### src/rtl/dtd_defines.vh
// Constants for the data transfer decode and timing block.
// Assumes inclusion by bare name from the rtl directory.
`ifndef DTD_DEFINES_VH
`define DTD_DEFINES_VH

// ----------------------------------------------------------------
// Opcode patterns
// ----------------------------------------------------------------
`define DTD_OP_PREFIX 8'h0f
`define DTD_OP7_MOV_STORE 7'h44
`define DTD_OP7_MOV_LOAD 7'h45
`define DTD_OP7_MOV_IMM 7'h63
`define DTD_OP4_MOV_IMM_SHORT 4'hb
`define DTD_OP7_ACC_LOAD 7'h50
`define DTD_OP7_ACC_STORE 7'h51
`define DTD_OP_SEG_LOAD 8'h8e
`define DTD_OP_SEG_STORE 8'h8c
`define DTD_OP_GROUP_FF 8'hff
`define DTD_OP_PUSH_IMM_MASK 8'hfd
`define DTD_OP_PUSH_IMM 8'h68
`define DTD_OP_SEG_LEGACY_MASK 8'he6
`define DTD_OP_SEG_LEGACY 8'h06
`define DTD_OP2_SIGN_EXT 7'h5f
`define DTD_OP2_ZERO_EXT 7'h5b
`define DTD_OP2_SEG_MASK 8'hc7
`define DTD_OP2_PUSH_SEG 8'h80
`define DTD_OP2_POP_SEG 8'h81
`define DTD_REG_PUSH 3'h6
`define DTD_REG_ZERO 3'h0
`define DTD_MOD_REG 2'h3

// ----------------------------------------------------------------
// Clock counts
// ----------------------------------------------------------------
`define DTD_CNT_W 6
`define DTD_CLK_2 6'h02
`define DTD_CLK_3 6'h03
`define DTD_CLK_4 6'h04
`define DTD_CLK_5 6'h05
`define DTD_CLK_6 6'h06
`define DTD_CLK_7 6'h07
`define DTD_CLK_18 6'h12
`define DTD_CLK_19 6'h13
`define DTD_CLK_21 6'h15
`define DTD_CLK_ONE 6'h01
`define DTD_CLK_ZERO 6'h00
`define DTD_WAIT_W 4

// ----------------------------------------------------------------
// Form codes
// ----------------------------------------------------------------
`define DTD_FORM_W 5
`define DTD_F_NONE 5'h00
`define DTD_F_MOV_STORE 5'h01
`define DTD_F_MOV_LOAD 5'h02
`define DTD_F_MOV_IMM 5'h03
`define DTD_F_MOV_IMM_SHORT 5'h04
`define DTD_F_ACC_LOAD 5'h05
`define DTD_F_ACC_STORE 5'h06
`define DTD_F_SEG_LOAD 5'h07
`define DTD_F_SEG_STORE 5'h08
`define DTD_F_SIGN_EXT 5'h09
`define DTD_F_ZERO_EXT 5'h0a
`define DTD_F_PUSH_RM 5'h0b
`define DTD_F_PUSH_IMM 5'h0c
`define DTD_F_PUSH_SEG 5'h0d
`define DTD_F_POP_SEG_LEGACY 5'h0e
`define DTD_F_POP_SEG_ADDED 5'h0f

`endif

### src/rtl/dtd_form_decode.v
// Combinational classifier of data transfer opcodes into form codes.
// Assumes opcode bytes are already aligned by the prefetch pipeline.
`timescale 1ns/100ps
`default_nettype none
`include "dtd_defines.vh"

module dtd_form_decode (
    input wire [7:0] op_first,
    input wire [7:0] op_second,
    input wire [7:0] op_modrm,
    output reg [`DTD_FORM_W-1:0] form,
    output reg has_modrm
);

    // ------------------------------------------------------------
    // Opcode classification
    // ------------------------------------------------------------
    always @* begin
        form = `DTD_F_NONE;
        has_modrm = 1'b0;
        if (op_first == `DTD_OP_PREFIX) begin
            // Two-byte forms
            if (op_second[7:1] == `DTD_OP2_SIGN_EXT) begin
                form = `DTD_F_SIGN_EXT;
                has_modrm = 1'b1;
            end else if (op_second[7:1] == `DTD_OP2_ZERO_EXT) begin
                form = `DTD_F_ZERO_EXT;
                has_modrm = 1'b1;
            end else if ((op_second & `DTD_OP2_SEG_MASK) == `DTD_OP2_PUSH_SEG) begin
                form = `DTD_F_PUSH_SEG;
            end else if ((op_second & `DTD_OP2_SEG_MASK) == `DTD_OP2_POP_SEG) begin
                form = `DTD_F_POP_SEG_ADDED;
            end
        end else if (op_first[7:1] == `DTD_OP7_MOV_STORE) begin
            form = `DTD_F_MOV_STORE;
            has_modrm = 1'b1;
        end else if (op_first[7:1] == `DTD_OP7_MOV_LOAD) begin
            form = `DTD_F_MOV_LOAD;
            has_modrm = 1'b1;
        end else if (op_first[7:1] == `DTD_OP7_MOV_IMM &&
                     op_modrm[5:3] == `DTD_REG_ZERO) begin
            form = `DTD_F_MOV_IMM;
            has_modrm = 1'b1;
        end else if (op_first[7:4] == `DTD_OP4_MOV_IMM_SHORT) begin
            form = `DTD_F_MOV_IMM_SHORT;
        end else if (op_first[7:1] == `DTD_OP7_ACC_LOAD) begin
            form = `DTD_F_ACC_LOAD;
        end else if (op_first[7:1] == `DTD_OP7_ACC_STORE) begin
            form = `DTD_F_ACC_STORE;
        end else if (op_first == `DTD_OP_SEG_LOAD) begin
            form = `DTD_F_SEG_LOAD;
            has_modrm = 1'b1;
        end else if (op_first == `DTD_OP_SEG_STORE) begin
            form = `DTD_F_SEG_STORE;
            has_modrm = 1'b1;
        end else if (op_first == `DTD_OP_GROUP_FF &&
                     op_modrm[5:3] == `DTD_REG_PUSH) begin
            form = `DTD_F_PUSH_RM;
            has_modrm = 1'b1;
        end else if ((op_first & `DTD_OP_PUSH_IMM_MASK) == `DTD_OP_PUSH_IMM) begin
            form = `DTD_F_PUSH_IMM;
        end else if ((op_first & `DTD_OP_SEG_LEGACY_MASK) == `DTD_OP_SEG_LEGACY) begin
            // Bit 0 picks push (clear) or pop (set)
            if (op_first[0])
                form = `DTD_F_POP_SEG_LEGACY;
            else
                form = `DTD_F_PUSH_SEG;
        end
    end

endmodule // dtd_form_decode
`default_nettype wire

### src/rtl/dtd_count_table.v
// Base clock count lookup per form, mode and operand kind.
// Assumes the form code from the classifier.
`timescale 1ns/100ps
`default_nettype none
`include "dtd_defines.vh"

module dtd_count_table (
    input wire [`DTD_FORM_W-1:0] form,
    input wire protected_mode,
    input wire mem_operand,
    output reg [`DTD_CNT_W-1:0] base_count
);

    // ------------------------------------------------------------
    // Count table
    // ------------------------------------------------------------
    always @* begin
        case (form)
            `DTD_F_MOV_STORE: base_count = `DTD_CLK_2;
            `DTD_F_MOV_LOAD: base_count = mem_operand ? `DTD_CLK_4 : `DTD_CLK_2;
            `DTD_F_MOV_IMM: base_count = `DTD_CLK_2;
            `DTD_F_MOV_IMM_SHORT: base_count = `DTD_CLK_2;
            `DTD_F_ACC_LOAD: base_count = `DTD_CLK_4;
            `DTD_F_ACC_STORE: base_count = `DTD_CLK_2;
            `DTD_F_SEG_LOAD: begin
                // Protected mode reloads descriptor
                if (protected_mode)
                    base_count = mem_operand ? `DTD_CLK_19 : `DTD_CLK_18;
                else
                    base_count = mem_operand ? `DTD_CLK_5 : `DTD_CLK_2;
            end
            `DTD_F_SEG_STORE: base_count = `DTD_CLK_2;
            `DTD_F_SIGN_EXT: base_count = mem_operand ? `DTD_CLK_6 : `DTD_CLK_3;
            `DTD_F_ZERO_EXT: base_count = mem_operand ? `DTD_CLK_6 : `DTD_CLK_3;
            `DTD_F_PUSH_RM: base_count = `DTD_CLK_5;
            `DTD_F_PUSH_IMM: base_count = `DTD_CLK_2;
            `DTD_F_PUSH_SEG: base_count = `DTD_CLK_2;
            `DTD_F_POP_SEG_LEGACY,
            `DTD_F_POP_SEG_ADDED:
                base_count = protected_mode ? `DTD_CLK_21 : `DTD_CLK_7;
            default: base_count = `DTD_CLK_ZERO; // Not this group
        endcase
    end

endmodule // dtd_count_table
`default_nettype wire

### src/rtl/dtd_decode_timing.v
// Top of the data transfer decode and timing block.
// Assumes a decode strobe from the prefetch pipeline with opcode bytes,
// an effective-address hint and the wait states the bus will insert.
`timescale 1ns/100ps
`default_nettype none
`include "dtd_defines.vh"

module dtd_decode_timing (
    input wire mclk,
    input wire sys_rst,
    input wire decode_valid,
    input wire [7:0] op_first,
    input wire [7:0] op_second,
    input wire [7:0] op_modrm,
    input wire protected_mode,
    input wire ea_two_regs,
    input wire [`DTD_WAIT_W-1:0] wait_states,
    output reg result_valid,
    output reg recognized,
    output reg [`DTD_FORM_W-1:0] form_code,
    output reg full_width,
    output reg mem_access,
    output reg [`DTD_CNT_W-1:0] clock_count,
    output reg busy
);

    // ------------------------------------------------------------
    // Internal signals
    // ------------------------------------------------------------
    wire [`DTD_FORM_W-1:0] dec_form; // Classified form
    wire dec_has_modrm; // Form carries addressing byte
    wire [`DTD_CNT_W-1:0] dec_base; // Table count
    reg dec_mem; // Memory operand present
    reg dec_width; // Operand size flag
    reg [`DTD_CNT_W-1:0] next_count; // Total count
    reg [`DTD_CNT_W-1:0] remaining; // Execution countdown

    // ------------------------------------------------------------
    // Sub-blocks
    // ------------------------------------------------------------
    dtd_form_decode dtd_form_decode_i (
        .op_first(op_first),
        .op_second(op_second),
        .op_modrm(op_modrm),
        .form(dec_form),
        .has_modrm(dec_has_modrm)
    );

    dtd_count_table dtd_count_table_i (
        .form(dec_form),
        .protected_mode(protected_mode),
        .mem_operand(dec_mem),
        .base_count(dec_base)
    );

    // ------------------------------------------------------------
    // Operand kind and total count
    // ------------------------------------------------------------
    always @* begin
        // Memory when mod field is not register
        if (dec_has_modrm)
            dec_mem = (op_modrm[7:6] != `DTD_MOD_REG);
        else
            dec_mem = (dec_form == `DTD_F_ACC_LOAD) || (dec_form == `DTD_F_ACC_STORE) ||
                      (dec_form == `DTD_F_PUSH_IMM) || (dec_form == `DTD_F_PUSH_SEG) ||
                      (dec_form == `DTD_F_POP_SEG_LEGACY) ||
                      (dec_form == `DTD_F_POP_SEG_ADDED);
        // Size flag position per form
        case (dec_form)
            `DTD_F_MOV_IMM_SHORT: dec_width = op_first[3];
            `DTD_F_SIGN_EXT, `DTD_F_ZERO_EXT: dec_width = op_second[0];
            `DTD_F_MOV_STORE, `DTD_F_MOV_LOAD, `DTD_F_MOV_IMM,
            `DTD_F_ACC_LOAD, `DTD_F_ACC_STORE: dec_width = op_first[0];
            default: dec_width = 1'b1; // Fixed full width
        endcase
        next_count = dec_base;
        // Two-register address costs one clock
        if (dec_has_modrm && dec_mem && ea_two_regs)
            next_count = next_count + `DTD_CLK_ONE;
        // One clock per wait state on data access
        if (dec_mem)
            next_count = next_count + {{(`DTD_CNT_W-`DTD_WAIT_W){1'b0}}, wait_states};
    end

    // ------------------------------------------------------------
    // Result registers and execution countdown
    // ------------------------------------------------------------
    always @(posedge mclk) begin
        if (sys_rst) begin
            result_valid <= 1'b0;
            recognized <= 1'b0;
            form_code <= `DTD_F_NONE;
            full_width <= 1'b0;
            mem_access <= 1'b0;
            clock_count <= `DTD_CLK_ZERO;
            remaining <= `DTD_CLK_ZERO;
            busy <= 1'b0;
        end else begin
            result_valid <= 1'b0;
            if (decode_valid && !busy) begin
                // Accept a new instruction
                result_valid <= 1'b1;
                recognized <= (dec_form != `DTD_F_NONE);
                form_code <= dec_form;
                full_width <= dec_width;
                mem_access <= dec_mem;
                clock_count <= next_count;
                if (dec_form != `DTD_F_NONE && next_count > `DTD_CLK_ONE) begin
                    remaining <= next_count - `DTD_CLK_ONE;
                    busy <= 1'b1;
                end
            end else if (busy) begin
                // Hold off decode while executing
                remaining <= remaining - `DTD_CLK_ONE;
                if (remaining == `DTD_CLK_ONE)
                    busy <= 1'b0;
            end
        end
    end

endmodule // dtd_decode_timing
`default_nettype wire

### config.mk
export PLATFORM = sky130hd
export DESIGN_NAME = dtd_decode_timing
export DESIGN_NICKNAME = d
export VERILOG_FILES = /design/src/rtl/dtd_form_decode.v /design/src/rtl/dtd_count_table.v /design/src/rtl/dtd_decode_timing.v
export VERILOG_INCLUDE_DIRS = /design/src /design/src/rtl
export SDC_FILE = /design/constraint.sdc
export NUM_CORES = 1
export LEC_CHECK = 0
export ABC_CLOCK_PERIOD_IN_PS = 14600
export BUFFER_PORTS_ARGS = -buffer_cell sky130_fd_sc_hd__buf_2
export CORE_MARGIN = 2
export CORE_UTILIZATION = 45
export CTS_BUF_LIST = sky130_fd_sc_hd__clkbuf_4 sky130_fd_sc_hd__clkbuf_8
export DETAILED_ROUTE_END_ITERATION = 10
export PLACE_DENSITY = 0.69
export SYNTH_ARGS = -nofsm -noshare
export SYNTH_HDL_FRONTEND = slang
export SYNTH_SLANG_ARGS = --single-unit
export TNS_END_PERCENT = 5
### constraint.sdc
create_clock -name mclk -period 14.6 [get_ports mclk]
set_clock_uncertainty 0.15 [all_clocks]
set_input_delay 0.73 -clock mclk [delete_from_list [all_inputs] [get_ports mclk]]
set_output_delay 0.73 -clock mclk [all_outputs]
set_load 0.05 [all_outputs]
# Word-level counts from Yosys, hierarchy flattened
# Index checks and enable logic that the tools add are counted.
classes:
  reduce_logical: 20
  n_mux: 48
  eq_ne: 35
  magnitude_cmp: 1
  add_sub_neg: 4
op_table:
  columns: ["cell", "count"]
  rows:
  - ["$mux W5", 16]
  - ["$eq A7 B7 Y1 const B", 7]
  - ["$pmux W6 S7", 1]
  - ["$eq A5 B4 Y1 const B", 8]
  - ["$mux W6", 6]
  - ["$eq A8 B8 Y1 const B", 3]
  - ["$eq A5 B3 Y1 const B", 4]
  - ["$mux W1", 19]
  - ["$eq A5 B2 Y1 const B", 3]
  - ["$sub A6 B1 Y6 const B", 2]
  - ["$eq A5 B5 Y1 const B", 2]
  - ["$mux W3", 3]
  - ["$eq A8 B4 Y1 const B", 1]
  - ["$eq A7 B6 Y1 const B", 1]
  - ["$reduce_or A7 Y1", 1]
  - ["$add A6 B1 Y6 const B", 1]
  - ["$add A6 B4 Y6", 1]
  - ["$eq A6 B1 Y1 const B", 1]
  - ["$gt A6 B1 Y1 const B", 1]
  - ["$logic_and A1 B1 Y1", 6]
  - ["$eq A5 B1 Y1 const B", 1]
  - ["$logic_or A1 B1 Y1", 5]
  - ["$reduce_bool A5 Y1", 1]
  - ["$reduce_or A5 Y1", 1]
  - ["other kinds (12)", 13]
totals:
  register_bits: 22
  wordCells: 116
  in_bits: 33
  output_inout_bits: 16

# Logic depth before layout (Yosys ltp)
# Gate-level depths: netlist of run 1.
logic_depth:
  ltp_word: 31
  depth_mapped: 22
  mapped_depth_nobuf: 20

# Modules after synthesis
# A second synthesis of run 1 with hierarchy kept.
hier_totals:
  cells_unflattened: 282
  area_unflattened_um2: 2214.6
by_module_without_submodules:
  columns: ["mod", "seq_area_each_um2", "cells_per_inst", "area_per_inst_um2", "instances"]
  rows:
  - ["dtd_decode_timing", 440.4, 187, 1545.2, 1]
  - ["dtd_form_decode", 0.0, 64, 440.4, 1]
  - ["dtd_count_table", 0.0, 31, 229.0, 1]

# Worst setup path after synthesis of run 1
# OpenSTA, ideal clock, no wires.
synth_timing:
  path_type: "input -> register"
  startpoint: "input op_first[5]"
  endpoint: "register remaining[4]"
  path_slack_ps: 8780
  path_stages: 22
  path_buffers: 3
  setup_ps: 130
  t_required_ps: 14320
  t_arrival_ps: 5540
  path_cell_list: "buf_4 > or3_4 > or2_2 > a311oi_1 > or2_1 > buf_2 > o2111ai_1 > nand2_1 > a21oi_1 > a211o_1 > ha_1 > mux2_2 > fa_1 > o21ai_0 > ha_1 > nor2_1 > nor3_1 > nand4_1 > and3_1 > clkbuf_1 > o311ai_1 > o32ai_1"
synth_via:
  elab_chain_len: 31
  word_cells_on_any_way: 80
  classes_between: "add/sub (3); order compare (1); eq/ne (28); mux (33); reduce/logical (15)"
synth_rtl:
  columns: ["item", "line", "rtl"]
  rows:
  - ["from (decl)", "dtd_decode_timing.v:12", "input wire [7:0] op_first,"]
  - ["$eq A5 B2 Y1 (no line)", null, null]
  - ["$mux W5", "dtd_form_decode.v:62", "end else if ((op_first & `DTD_OP_SEG_LEGACY_MASK) == `DTD_OP_SEG_LEGACY) begin"]
  - ["$mux W5", "dtd_form_decode.v:60", "end else if ((op_first & `DTD_OP_PUSH_IMM_MASK) == `DTD_OP_PUSH_IMM) begin"]
  - ["$mux W5", "dtd_form_decode.v:56", "end else if (op_first == `DTD_OP_GROUP_FF &&"]
  - ["$mux W5", "dtd_form_decode.v:53", "end else if (op_first == `DTD_OP_SEG_STORE) begin"]
  - ["$mux W5", "dtd_form_decode.v:50", "end else if (op_first == `DTD_OP_SEG_LOAD) begin"]
  - ["$mux W5", "dtd_form_decode.v:48", "end else if (op_first[7:1] == `DTD_OP7_ACC_STORE) begin"]
  - ["$mux W5", "dtd_form_decode.v:46", "end else if (op_first[7:1] == `DTD_OP7_ACC_LOAD) begin"]
  - ["[15 not listed]", null, null]
  - ["$add A6 B1 Y6 (no line)", null, null]
  - ["$mux W6", "dtd_decode_timing.v:78", "if (dec_has_modrm && dec_mem && ea_two_regs)"]
  - ["$add A6 B4 Y6", "dtd_decode_timing.v:82", "next_count = next_count + {{(`DTD_CNT_W-`DTD_WAIT_W){1'b0}}, wait_states};"]
  - ["$mux W6", "dtd_decode_timing.v:81", "if (dec_mem)"]
  - ["$gt A6 B1 Y1 (no line)", null, null]
  - ["$logic_and A1 B1 Y1 (no line)", null, null]
  - ["$ne A2 B1 Y1 (no line)", null, null]
  - ["$reduce_and A2 Y1 (no line)", null, null]
  - ["to (signal assigned)", "dtd_decode_timing.v:96", "remaining <= `DTD_CLK_ZERO;"]
  - ["to (signal assigned)", "dtd_decode_timing.v:109", "remaining <= next_count - `DTD_CLK_ONE;"]
  - ["to (signal assigned)", "dtd_decode_timing.v:114", "remaining <= remaining - `DTD_CLK_ONE;"]
  - ["to (decl)", "dtd_decode_timing.v:36", "reg [`DTD_CNT_W-1:0] remaining;"]
# Parallel ways exist; a longest one is shown, timed or not. The select of a mux whose other input is x is not followed.
# A chain may end at the register's enable or synchronous reset.

# Final worst setup path of run 1
# Same ends and word-level chain as after synthesis.

==> results of run 1 <==
routing by layer:
layer	GRT usage [%]	vias to the layer above	wire (um)
met4	3.64	0	65
met3	3.57	11	279
met1	28.5	1089	2510
met2	37.5	64	2780
met5	0	-	0
li1	-	1160	-
synth_stat cells, types with 3 or more instances:
| cell type | instances |
|---|---|
| nor2_1 | 28 |
| nand2_1 | 27 |
| a21oi_1 | 23 |
| dfxtp_1 | 21 |
| o21ai_0 | 14 |
| inv_1 | 12 |
| nand3_1 | 10 |
| ha_1 | 9 |
| a211oi_1 | 7 |
| a31oi_1 | 7 |
| nand4_1 | 7 |
| nor3_1 | 7 |
| xnor2_1 | 7 |
| clkbuf_1 | 6 |
| and2_1 | 5 |
| o211ai_1 | 5 |
| a21o_1 | 4 |
| nand2b_1 | 4 |
| and3_1 | 3 |
| buf_2 | 3 |
| buf_4 | 3 |
| nor4_1 | 3 |
| nor4_2 | 3 |
| o31ai_1 | 3 |
| or2_2 | 3 |
| or3_4 | 3 |
sequential cells by signal (all words and copies together) (netlist names):
register and flops:
recognized 1, result_valid 1, busy 1, mem_access 1, remaining 6, full_width 1
clock_count 6, form_code 4
layout make-up:
cell class / count / area, um2
Fill cell: 463 / 2250
Clock buffer: 3 / 41.3
Timing Repair Buffer: 45 / 228
Inverter: 12 / 45.0
Clock inverter: 1 / 5.00
Tap cell: 54 / 67.6
Multi-Input combinational cell: 243 / 1630
Sequential cell: 21 / 420
power groups by stage:
stage	clock [uW]	combinational (uW)	sequential [uW]
floorplan	0	37.6	73.0
global placement	0	58.6	66.3
detailed placement	0	59.4	66.5
CTS	39.7	59.8	65.1
global route	42.4	66.1	65.8
finish	38.8	59.9	65.1
tightest hold or removal path, delay by kind of cell (launching register included):
kind	cells	cell delay (ps)
flops	1	310
compound gates	1	50
simple gates	1	50
cells by family after synthesis:
logic type                 synth area share, %
buffers and inverters                     5.20
and+or+nand+nor                           32.3
muxes                                     1.45
AOI/OAI and AO/OA                         31.6
DFF                                       19.4
adders and majority gates                 6.13
other                                    0.173
xor gates and xnor gates                  3.64
per-stage QoR:
step	instances	area, um2
floorplan	290	2170
global placement	375	2390
detailed placement	375	2390
CTS	379	2440
global route	379	2440
finish	379	2440
how the worst max path moves through the flow:
| stage | from | to | slack (ps) | cells after the start |
|---|---|---|---|---|
| after floorplan | op_first[5] | remaining[4]$_SDFFE_PP0P_ | 8780 | 22 |
| after global placement | op_first[5] | remaining[4]$_SDFFE_PP0P_ | 8050 | 20 |
| after detailed placement | op_first[5] | remaining[4]$_SDFFE_PP0P_ | 8060 | 21 |
| after CTS | op_first[5] | remaining[4]$_SDFFE_PP0P_ | 8310 | 21 |
| after global routing | op_first[5] | remaining[4]$_SDFFE_PP0P_ | 7660 | 21 |
| final | op_first[5] | remaining[4]$_SDFFE_PP0P_ | 8250 | 21 |
==> run metrics, run 1 <==
DP Wirelength=4390 um; CTS tree=built; worst-path fanout max=10; number of CTS-inserted buffers=3; initial antenna violation count=0; count of clock tree sinks=21; clock-pin slew on the worst setup and hold paths=80 ps; top post-synthesis cells by area=dfxtp_1 19%, a21oi_1 5.3%, ha_1 5.2%; worst min-delay path startpoint=clock_count[3]$_SDFFE_PP0P_; post-synthesis async set-or-reset flop share=0%; ratio of final minimum period to clock period=43.5%; shortest clock period the worst path allows after layout=6350 ps; number of nets with antenna violations after routing=0; Synth Area per Inst=7.49 um2; Worst Path Buf+Inv=1; detailed-route via count=2324; fraction of final layout cells with drive strength greater than 1=23.4%; first-pass GRT wire length=about 9500 um; leakage power of the design=between 0.0009 and 0.001 uW; Post-CTS Resized=0; unrepaired setup endpoints after global routing=false; number of enable flip-flop cells after synthesis=0; Post-CTS Hold Fix Bufs=0; critical-path cell with the highest stage delay=fa_1; worst relative slew slack=approximately 43%; result of the run=finished clean; fraction of post-synthesis cell area in the top cell type by area=19.4%; Reg power frac=39.7%; number of placed I/O pins=49; deepest level of the CTS H-tree=1; average vias per placed instance=6.13; Total Die Area=0.00538 mm2; CP cell instances=buf_2 -> or3b_4 -> nor3_1 -> o21ai_1 -> a31oi_1 -> nor2_1 -> o2111ai_1 -> nand2_1 -> nand2_1 -> o21ai_0 -> ha_1 -> mux2_2 -> fa_1 -> o21ai_0 -> ha_1 -> nor2_1 -> nor3_1 -> nand4_1 -> and3_1 -> o311ai_1 -> o32ai_1; fmax=0.157 GHz; setup ws final=8250 ps; number of nets in the final layout=roughly 370; number of unique standard cell types used by synthesis=73; clk_lat worst skew=260 ps; number of buffers inserted to repair setup after CTS=0; switching portion of total power=37.6%; pin count of the biggest net entering global routing=23; number of cells on the worst reg-to-reg path=6; average wire per cell in the routed design=~15 um; gate count of the mapped netlist=roughly 290; stage delay of the slowest cell on the critical path=510 ps; CTS Root Cell=clkbuf_8; CTS max path bufs=2; flip-flop and latch count after synthesis=21; required arrival time at the worst endpoint=14590 ps; internal power consumption=just over 100 uW; combined area of all synthesized cells=about 0.0022 mm2; commonest cells after routing, fill and taps aside=44 x buf_2, 28 x nor2_1, 27 x nand2_1; worst path arrival time=6350 ps; reported max-cap violation count=0; accumulated negative setup slack=0 ps; Final Hold Fails=0; post-route worst hold slack=305 ps; count of pins over their slew limit=0; register-to-register path setup slack=12210 ps; switching pwr=61.7 uW; final design utilization=52.0%; Worst Hold Depth=2; total setup violations reported at the end of the flow=0; worst r2r src=busy$_SDFFE_PP0P_; antenna diode count=0; gr ovfl total=0; endpoint with the worst hold slack=clock_count[3]$_SDFFE_PP0P_; relative contribution of the clock network to total power=23.7%; signed area change from the synthesized netlist to the final layout=12.8%; combinational group share of total power=approximately 37%; Min-Delay Path Class=flip-flop to flip-flop; final routed wirelength across all metal layers=approximately 5600 um; kind of end point of the critical path=flip-flop; worst setup slack before clock tree synthesis=between 8000 and 9000 ps; final weighted congestion in routability-driven placement=slightly above 0.9; starting density of the core=a little under half; capturing point of the worst reg2reg path=remaining[1]$_SDFFE_PP0P_; vias in the first global route=2127; height of the die=around 73 um; cell class contributing the biggest share of worst-path delay=simple AND/OR/NAND/NOR gates; category of the critical setup timing path=input pin to flip-flop; most frequent standard cell in the layout excluding fill and tap cells=buf_2; Pwr per Cell Area=67.1 mW/mm2; number of port buffers=44; Starting DRT DRC Count=~200; largest voltage drop on the vdd net=0.0000602 V; count of TritonRoute iterations in the first routing pass=4; post-layout power=164 uW; placeable core area=0.00469 mm2; dominant cell type by area after synthesis=dfxtp_1; Total GRT Usage=between 20% and 30%; CP startpoint kind=input pin; flip-flop cell with the highest count after synthesis=dfxtp_1; Row Count=25; post-route DRC violation count=0; worst slew pin tran=836 ps; Yosys warning total=0; width of the chip=73.3 um; fraction of the yosys area taken by sequential cells=19.4%
Power figures use the tool's default switching activity.
==> run 2, diff against run 1 <==
Settings changed: ABC_CLOCK_PERIOD_IN_PS 14600 to 5150, PLACE_DENSITY 0.69 to 0.72.
Clock period 14.6 ns to 5.15 ns, I/O delays scaled along.
==> run metrics, run 2 (same netlist as run 1, synthesis figures left out) <==
number of nets in the final layout=412; Top Registers=clock_count (6), remaining (6), form_code (4); capturing point of the worst reg2reg path=remaining[1]$_SDFFE_PP0P_; Worst path most repeated cell=ha_1; antenna diode count=0; starting density of the core=about 46%; worst-path fanout max=6; average vias per placed instance=5.91; number of nets with antenna violations after routing=0; ratio of final minimum period to clock period=92.8%; worst slew pin tran=780 ps; gr ovfl total=0; category of the critical setup timing path=input pin to flip-flop; Total GRT Usage=23.4%; post-route DRC violation count=0; Final Hold Fails=0; CP cell instances=buf_2 -> or3_4 -> or2_2 -> a311oi_2 -> or2_4 -> o2111ai_2 -> nand2_2 -> a21oi_1 -> a211o_1 -> ha_1 -> mux2_2 -> fa_1 -> o21ai_2 -> ha_1 -> nor2_1 -> nor3_1 -> nand4_1 -> and3_2 -> o311ai_2 -> o32ai_1; endpoint of the most critical setup path=remaining[4]$_SDFFE_PP0P_; average wire per cell in the routed design=14.4 um; kind of end point of the critical path=flip-flop; number of port buffers=between 40 and 50; Starting DRT DRC Count=201; reported max-cap violation count=0; number of placed I/O pins=49; DP Cell Count=approximately 420; number of cells on the worst reg-to-reg path=6; CTS Root Cell=clkbuf_8; CTS tree=built; count of clock tree sinks=21; largest voltage drop on the vdd net=approximately 0.00015 V; first-pass GRT wire length=10100 um; Row Count=25; cell area after layout=0.00281 mm2; required arrival time at the worst endpoint=5150 ps; unrepaired setup endpoints after global routing=false; CP startpoint kind=input pin; stage delay of the slowest cell on the critical path=510 ps; leakage power of the design=around 0.0012 uW; number of CTS-inserted buffers=3; Finished Layout Cells=422; CTS max path bufs=2; setup ws final=approximately 370 ps; detailed-route via count=2495; deepest level of the CTS H-tree=1; worst setup slack before clock tree synthesis=-26.7 ps; DP Wirelength=4890 um; signed area change from the synthesized netlist to the final layout=29.8%; commonest cells after routing, fill and taps aside=44 x buf_2, 44 x buf_4, 28 x nor2_1; count of TritonRoute iterations in the first routing pass=4; final routed wirelength across all metal layers=roughly 6000 um; initial antenna violation count=0; fraction of final layout cells with drive strength greater than 1=approximately a third; register-to-register path setup slack=2850 ps; vias in the first global route=about 2300; accumulated negative setup slack=0 ps; total setup violations reported at the end of the flow=0; shortest clock period the worst path allows after layout=about 4800 ps; total cell area at the placement stage=0.00272 mm2; critical-path cell with the highest stage delay=fa_1; height of the die=73.3 um; pin count of the biggest net entering global routing=23; width of the chip=73.3 um; clock-pin slew on the worst setup and hold paths=approximately 80 ps; fmax=0.209 GHz; worst relative slew slack=between 40% and 50%; worst r2r src=busy$_SDFFE_PP0P_; startpoint of the worst setup timing path=op_first[5]; count of pins over their slew limit=0; Pwr per Cell Area=175 mW/mm2; result of the run=finished clean; clk_lat worst skew=260 ps; worst path arrival time=4780 ps; placeable core area=0.00469 mm2; Total Die Area=between 0.005 and 0.006 mm2; Min-Delay Path Class=input pin to flip-flop; Post-CTS Hold Fix Bufs=0; final weighted congestion in routability-driven placement=0.898
run 2: cell types whose count changed in the layout (fill, tap and decap cells not counted), sizes merged:
cell / before / now
buf: 45 / 88
run 2: metal layers:
layer | GRT usage, % | up-vias | routed length [um]
met5 | 0 | - | 0
met4 | 5.66 | 0 | 100
met3 | 2.61 | 11 | 310
met2 | 38.7 | 70 | 2850
met1 | 32.6 | 1162 | 2810
li1 | - | 1252 | -
run 2: critical path, delay by kind of cell:
kind                     cells  cell delay (ps)
adder cells (fa/ha/maj)      3              990
buffers and inverters        1              160
multiplexers                 1              290
AO/OA/AOI/OAI                7             1350
AND/OR/NAND/NOR              8             1740
run 2: per-stage QoR:
step	hold slack, ps	power [uW]	util [%]
3_3_place_gp	293	376	57.9
3_5_place_dp	296	379	57.9
4_1_cts	197	490	58.9
6_report	200	492	59.9
2_1_floorplan	329	315	-
5_1_grt	214	524	59.9
run 2: layout make-up:
cell class              count  area [um2]
clock buffers               3        41.3
multi-input cells         243        1680
repair buffers             88         551
well taps                  54        67.6
inverters                  12        45.0
fillers                   458        1880
flip-flops and latches     21         420
clock inverters             1        5.00
run 2: worst min-delay path by stage:
stage / from / slack, ps / cells past startpoint / endpoint
after floorplan: remaining[4]$_SDFFE_PP0P_ / 330 / 2 / remaining[4]$_SDFFE_PP0P_
after global placement: clock_count[2]$_SDFFE_PP0P_ / 290 / 2 / clock_count[2]$_SDFFE_PP0P_
after detailed placement: clock_count[2]$_SDFFE_PP0P_ / 300 / 2 / clock_count[2]$_SDFFE_PP0P_
after CTS: sys_rst / 200 / 2 / result_valid$_SDFF_PP0_
after global routing: sys_rst / 210 / 2 / form_code[3]$_SDFFE_PP0P_
final: sys_rst / 200 / 2 / result_valid$_SDFF_PP0_
run 2: repair_timing:
item / 4_1_cts / 5_1_grt
buffers inserted: 0 / 2
endpoints found under the setup margin: 0 / 6
gates resized for setup: 0 / 8
run 2: power by group:
part | switching [uW] | total, uW | internal (uW) | leakage, uW
Clock | 55.9 | 110 | 54.0 | 0.0000255
Combinational | 115 | 197 | 81.8 | 0.00102
Sequential | 10.7 | 185 | 174 | 0.000172
